**config.mk**
```make
export PLATFORM = sky130hd
export DESIGN_NAME = pcif_irq_flags
export DESIGN_NICKNAME = d
export VERILOG_FILES = /design/src/pcif_irq_flags.v /design/src/pcif_sync2.v
export VERILOG_INCLUDE_DIRS = /design/src /design/src/common
export SDC_FILE = /design/constraint.sdc
export NUM_CORES = 1
export LEC_CHECK = 0
export BUFFER_PORTS_ARGS = -buffer_cell sky130_fd_sc_hd__buf_2
export CAP_MARGIN = 20
export CORE_ASPECT_RATIO = 1.25
export CORE_MARGIN = 8
export CORE_UTILIZATION = 45
export CTS_CLUSTER_DIAMETER = 40
export DETAILED_ROUTE_END_ITERATION = 10
export PLACE_DENSITY = 0.82
export SLEW_MARGIN = 20
export SYNTH_ARGS = -nofsm -noshare
export SYNTH_HDL_FRONTEND = slang
export SYNTH_SLANG_ARGS = --single-unit
export TNS_END_PERCENT = 50
```
**constraint.sdc**
```tcl
create_clock -name pclk -period 2.45 [get_ports pclk]
set_input_delay 0.245 -clock pclk [delete_from_list [all_inputs] [get_ports pclk]]
set_output_delay 0.245 -clock pclk [all_outputs]
set_load 0.05 [all_outputs]
```
**src/common/pcif_regs.vh**
```
`ifndef PCIF_REGS_VH
`define PCIF_REGS_VH

// ----------------------------------------------------------------------
// register map (byte addresses)
// ----------------------------------------------------------------------
`define PCIF_ADDR_W        12
`define PCIF_OFF_FLAG      12'h018
`define PCIF_OFF_FLAG_SET  12'h01C
`define PCIF_OFF_FLAG_CLR  12'h020
`define PCIF_OFF_ENABLE    12'h024

// ----------------------------------------------------------------------
// field layout shared by flag, set, clear and enable
// ----------------------------------------------------------------------
`define PCIF_NSRC          5
`define PCIF_BIT_TRIG_CMP  4
`define PCIF_BIT_AUX_WRAP  3
`define PCIF_BIT_DIR_CHG   2
`define PCIF_BIT_WRAP_HI   1
`define PCIF_BIT_WRAP_LO   0
`define PCIF_FIELD_RESET   5'h00
`define PCIF_PAD_W         27
`define PCIF_PAD_ZERO      27'h0000000
`define PCIF_DATA_ZERO     32'h00000000

`endif

```
**src/pcif_irq_flags.v**
```verilog
`timescale 1ns/1ps
`include "pcif_regs.vh"

// Contract
// Writing a one to a bit of the flag-set register raises the matching flag.
// Writing a one to a bit of the flag-clear register drops that flag; zeros leave it.
// The enable register holds a read/write enable per source, all zero after reset.
// Set, clear and enable share the layout bit4 trig_cmp down to bit0 wrap_low.
// Software writes zeros to bits 31:5 of set, clear and enable.
// Direction change has its own bit 2 in all three registers and acts like the rest.
// Hardware raises each flag on its counter event, wrap_low on main counter underflow.
// The interrupt line is high while any flag and its enable are both set.
module pcif_irq_flags (
    input  wire        pclk,
    input  wire        presetn,
    input  wire        psel,
    input  wire        penable,
    input  wire        pwrite,
    input  wire [11:0] paddr,
    input  wire [31:0] pwdata,
    output reg  [31:0] prdata,
    output wire        pready,
    output wire        pslverr,
    input  wire        triggered_compare,
    input  wire        aux_counter_wrap,
    input  wire        direction_change,
    input  wire        counter_wrap_high,
    input  wire        counter_wrap_low,
    output wire        irq
);

    // ------------------------------------------------------------------
    // event capture
    // ------------------------------------------------------------------
    wire [4:0] evt_raw;
    wire [4:0] evt_sync;
    reg  [4:0] evt_prev_reg;
    wire [4:0] evt_pulse;

    assign evt_raw[`PCIF_BIT_TRIG_CMP] = triggered_compare;
    assign evt_raw[`PCIF_BIT_AUX_WRAP] = aux_counter_wrap;
    assign evt_raw[`PCIF_BIT_DIR_CHG]  = direction_change;
    assign evt_raw[`PCIF_BIT_WRAP_HI]  = counter_wrap_high;
    assign evt_raw[`PCIF_BIT_WRAP_LO]  = counter_wrap_low;

    // core events may come from another clock, so resync first
    pcif_sync2 #(
        .W (`PCIF_NSRC)
    ) u_sync (
        .pclk    (pclk),
        .presetn (presetn),
        .d       (evt_raw),
        .q       (evt_sync)
    );

    // rising edge per source: a held level counts once
    always @(posedge pclk or negedge presetn) begin
        if (!presetn) begin
            evt_prev_reg <= `PCIF_FIELD_RESET;
        end else begin
            evt_prev_reg <= evt_sync;
        end
    end

    assign evt_pulse = evt_sync & ~evt_prev_reg;

    // ------------------------------------------------------------------
    // bus decode
    // ------------------------------------------------------------------
    function hit;
        input [11:0] a;
        input [11:0] off;
        begin
            hit = (a == off);
        end
    endfunction

    wire       wr_en  = psel & penable & pwrite;
    wire       wr_set = wr_en & hit(paddr, `PCIF_OFF_FLAG_SET);
    wire       wr_clr = wr_en & hit(paddr, `PCIF_OFF_FLAG_CLR);
    wire       wr_ien = wr_en & hit(paddr, `PCIF_OFF_ENABLE);
    wire       mapped = hit(paddr, `PCIF_OFF_FLAG) | hit(paddr, `PCIF_OFF_FLAG_SET) |
                        hit(paddr, `PCIF_OFF_FLAG_CLR) | hit(paddr, `PCIF_OFF_ENABLE);
    // bits 31:5 are dropped; software is expected to write zeros there
    wire [4:0] wmask  = pwdata[4:0];

    assign pready  = 1'b1;
    assign pslverr = psel & penable & ~mapped;

    // ------------------------------------------------------------------
    // flags and enables
    // ------------------------------------------------------------------
    reg  [4:0] flag_reg;
    reg  [4:0] flag_next;
    reg  [4:0] ien_reg;

    // hardware events and set writes beat a clear in the same cycle
    always @* begin
        flag_next = flag_reg;
        if (wr_clr) begin
            flag_next = flag_next & ~wmask;
        end
        if (wr_set) begin
            flag_next = flag_next | wmask;
        end
        flag_next = flag_next | evt_pulse;
    end

    always @(posedge pclk or negedge presetn) begin
        if (!presetn) begin
            flag_reg <= `PCIF_FIELD_RESET;
            ien_reg  <= `PCIF_FIELD_RESET;
        end else begin
            flag_reg <= flag_next;
            if (wr_ien) begin
                ien_reg <= wmask;
            end
        end
    end

    // level output, no edge so software sees a clean clear
    assign irq = |(flag_reg & ien_reg);

    // ------------------------------------------------------------------
    // read data, registered in the setup phase
    // ------------------------------------------------------------------
    always @(posedge pclk or negedge presetn) begin
        if (!presetn) begin
            prdata <= `PCIF_DATA_ZERO;
        end else if (psel & ~penable & ~pwrite) begin
            case (paddr)
                `PCIF_OFF_FLAG:   prdata <= {`PCIF_PAD_ZERO, flag_reg};
                `PCIF_OFF_ENABLE: prdata <= {`PCIF_PAD_ZERO, ien_reg};
                default:          prdata <= `PCIF_DATA_ZERO;
            endcase
        end
    end

endmodule // pcif_irq_flags

```
**src/pcif_sync2.v**
```verilog
`timescale 1ns/1ps

// ----------------------------------------------------------------------
// two-stage synchroniser for event levels from outside the clock domain
// ----------------------------------------------------------------------
module pcif_sync2 #(
    parameter W = 5
) (
    input  wire         pclk,
    input  wire         presetn,
    input  wire [W-1:0] d,
    output wire [W-1:0] q
);

    reg [W-1:0] meta_reg;
    reg [W-1:0] sync_reg;

    // first stage feeds only the second stage
    always @(posedge pclk or negedge presetn) begin
        if (!presetn) begin
            meta_reg <= {W{1'b0}};
            sync_reg <= {W{1'b0}};
        end else begin
            meta_reg <= d;
            sync_reg <= meta_reg;
        end
    end

    assign q = sync_reg;

endmodule // pcif_sync2

```
== Yosys cells after proc, flatten, opt, wreduce, memory -nomap -nowiden ==
Cells that the tools add are included.
W data, S select, Z words.
Storage, ports and cells
  word-level logic and storage cells: 35
  flip-flop bits (word level): 57
  output and inout port bits: 35
Cells by class
  equal/unequal tests: 4
  multiplexer cells: 3
  reductions and logical operators: 1
  bitwise gates (word level): 21
Operators with widths (number)
  $eq A12 B5 Y1 const B: 2
  $eq A12 B6 Y1 const B: 2
  $and A5 B5 Y5: 3
  $mux W5: 2
  $not A5 Y5: 2
  $or A5 B5 Y5: 2
  $pmux W5 S2: 1
  $and A1 B1 Y1: 8
  $reduce_or A5 Y1: 1
  $not A1 Y1: 3
  $or A1 B1 Y1: 3

== Longest topological paths before layout ==
  word-level depth: 7
  gate-level depth with buffers: 5
  mapped depth without buffers: 4

== Cells and area by module ==
A second synthesis with hierarchy kept.
Unflattened totals
  cell total of the unflattened synthesis: 131
  area total of the unflattened synthesis: 1467.7 µm²
Modules (own cells, without submodules)
  pcif_irq_flags: cells an instance 121, area an instance 1217.4 µm², times used 1, seq. area each 500.5 µm²
  pcif_sync2: cells an instance 10, area an instance 250.2 µm², times used 1, seq. area each 250.2 µm²

== Worst setup path before layout ==
OpenSTA, ideal clock, no wires.
  path type: in2out
  from: in paddr[5]
  to: out pslverr
  setup slack: 0.535 ns
  data arrival time: 1.670 ns
  cell stages on the path: 3
  data required time: 2.205 ns
  path through: or3b_2 o21ai_0 a21boi_0
On the way
  word-level cells in the longest chain between the ends: 6
  elaborated cells on any way between the ends: 9
  those cells by class: eq/ne: 4; bitwise: 5
RTL lines
  start: declaration: line pcif_irq_flags.v:19  | input wire [11:0] paddr,
  $eq A12 B5 Y1: line pcif_irq_flags.v:74  | hit = (a == off);
  $or A1 B1 Y1 (2 in series): line pcif_irq_flags.v:82  | wire mapped = hit(paddr, `PCIF_OFF_FLAG) | hit(paddr, `PCIF_OFF_FLAG_SET) |
  $or A1 B1 Y1 *: line pcif_irq_flags.v:82
  $not A1 Y1 *: line pcif_irq_flags.v:88  | assign pslverr = psel & penable & ~mapped;
  $and A1 B1 Y1 *: line pcif_irq_flags.v:88
  end: declaration: line pcif_irq_flags.v:23  | output wire pslverr,
Every way passes the cells marked *; elsewhere a longest branch is shown, timed or not.

== Final worst setup path ==
  from: in paddr[9]
  to: out pslverr
Same word-level chain as after synthesis.

==> reports/qor.yml <==
path_max_fanout: 5
first_global_vias: 992
p_leak_nw: 0.790
ios: 89
diodes: 0
ys_types: 23
drive_above_1_share: 0.333
die_area_mm2: 0.00517
synth.avg_cell_area_um2: 11.9
row_count: 22
drt_iter0_markers: 38
cts_sinks: 30
layout-area-overhead-vs-synth_pct: 11.6
cp_data_arrival_time_ps: 1420
vias: 951
die_height_um: 78.4
cap_violations: 0
detail_route.first_pass.iterations: 4
hpwl_um: 2200
status: "finished, final reports clean"
worstPathRequired_ps: 2200
hold_depth: 1
worst_slack_ps: 786
finalSetupTns_ps: 0
rsz0062_at_grt: "no"
ir_drop_mv: 0.384
start_kind: "input port"
slew_headroom: 0.590
ff2ff_path_depth: 2
port_buffers: 33
drv_slew: 0
overflow: 0
hold_path.class: "in2reg"
place.gp.congestion: 0.885
pre_cts_slack_ps: 472
ys_seq_area_frac: 0.535
post-route-period-util: 0.679
clk_pin_slew_ps: 80
cts_tree: "built"
hold_viol: 0
period_needed_ps: 1660
endpoint_kind: "primary output"
ys_seq_elements: 30
routed_via_density: 4.95
ctsResizeCount: 0
worstMarginPinSlew_ps: 616
netlist_instances: 118
cts_root_buf: "clkbuf_4"
cts.htree.levels: 2
cts_made_buffers: 5
detail-route-antenna-nets: 0
postCtsSetupRepairBufs: 0
setup_violations: 0
die_w_um: 66.0
final_common_cell: "buf_2"
skew_ps: 6.44
totalWireLength_um: 2690
ys_warn_count: 0
final_cell_mix: "buf_2 (33), dfrtp_1 (30), conb_1 (28)"
core_mm2: 0.00295
clkLatencyLatePin_ps: 310
avgRoutedWirePerCell_um: 14.0
post_synth_instance_area_mm2: 0.00140
grt_pass1_wl_um: 4330
grt_use_total: 0.103
clock_path_buffers: 2
fmax_mhz: 601
hold_buffers: 1
nets: 211
antenna_found_initial: 0
grt_max_degree: 31
powerDensity_mw_per_mm2: 595
critical_path_class: "in2out"
drc: 0
start_util: 0.477
## through the flow
step / power [mW] / utilization / hold slack, ps / area [um2] / cells
after global routing: 0.981 / 0.532 / 8.98 / 1570 / 192
final: 0.932 / 0.532 / 34.3 / 1570 / 192
after CTS: 0.944 / 0.532 / 23.2 / 1570 / 192
after detailed placement: 0.671 / 0.511 / 302 / 1510 / 185
after global placement: 0.666 / 0.511 / 281 / 1510 / 185
after floorplan: 0.667 / - / -50.6 / 1500 / 144
## worst paths after layout
check | from | end | slack (ps)
max | paddr[9] | pslverr | 790
min | triggered_compare | u_sync.meta_reg[4] | 30
max reg2reg | u_sync.q[3] | flag_reg[3] | 1560
min reg2reg | u_sync.meta_reg[2] | u_sync.q[2] | 350
max in group asynchronous | presetn | flag_reg[4] | 1570
min in group asynchronous | presetn | u_sync.meta_reg[4] | 480
## worst max-delay path, stage by stage
cell	delay (ps)
buf_2	100
or4_4	590
nor2_1	150
a21boi_0	110
buf_2	220
## cell families after synthesis
kind of cell	Yosys count	synth area share
and+or+nand+nor	38	0.184
buffers and inverters	29	0.152
other	2	0.00535
muxes	5	0.0401
DFF	30	0.535
AOI/OAI and AO/OA	14	0.0838
## synth_stat cells (all sizes together)
master  number  share of area
a21boi       1         0.0053
a221o        5          0.036
a222oi       1         0.0071
a22oi        6          0.032
and2         1         0.0045
and4         1         0.0062
buf         28           0.15
clkbuf       1         0.0027
conb         2         0.0053
dfrtp       30           0.53
mux2         5          0.040
nand2       18          0.048
nand4b       1         0.0062
nor2         1         0.0027
nor2b        5          0.022
nor3b        1         0.0053
nor4         4          0.044
o21ai        1         0.0036
or3b         2          0.012
or4          2          0.016
or4bb        2          0.016
## metal layers
layer,GRT usage,up-vias,wire length [um]
li1,-,437,-
met4,0.0300,0,22
met5,0,-,0
met1,0.0929,468,917
met3,0.0568,3,344
met2,0.191,43,1410
## final cells by class
cell class / instances / area [um2]
Tap cell: 36 / 45.0
Timing Repair Buffer: 35 / 183
Sequential cell: 30 / 751
Clock buffer: 6 / 51.3
Multi-Input combinational cell: 85 / 537
Fill cell: 276 / 1380
## where the power goes
group	internal (mW)	switching [mW]	total [mW]
clock network	0.129	0.139	0.268
logic	0.0248	0.127	0.152
registers	0.507	0.00407	0.511
total	0.661	0.271	0.932
(Power assumes the default switching activity.)
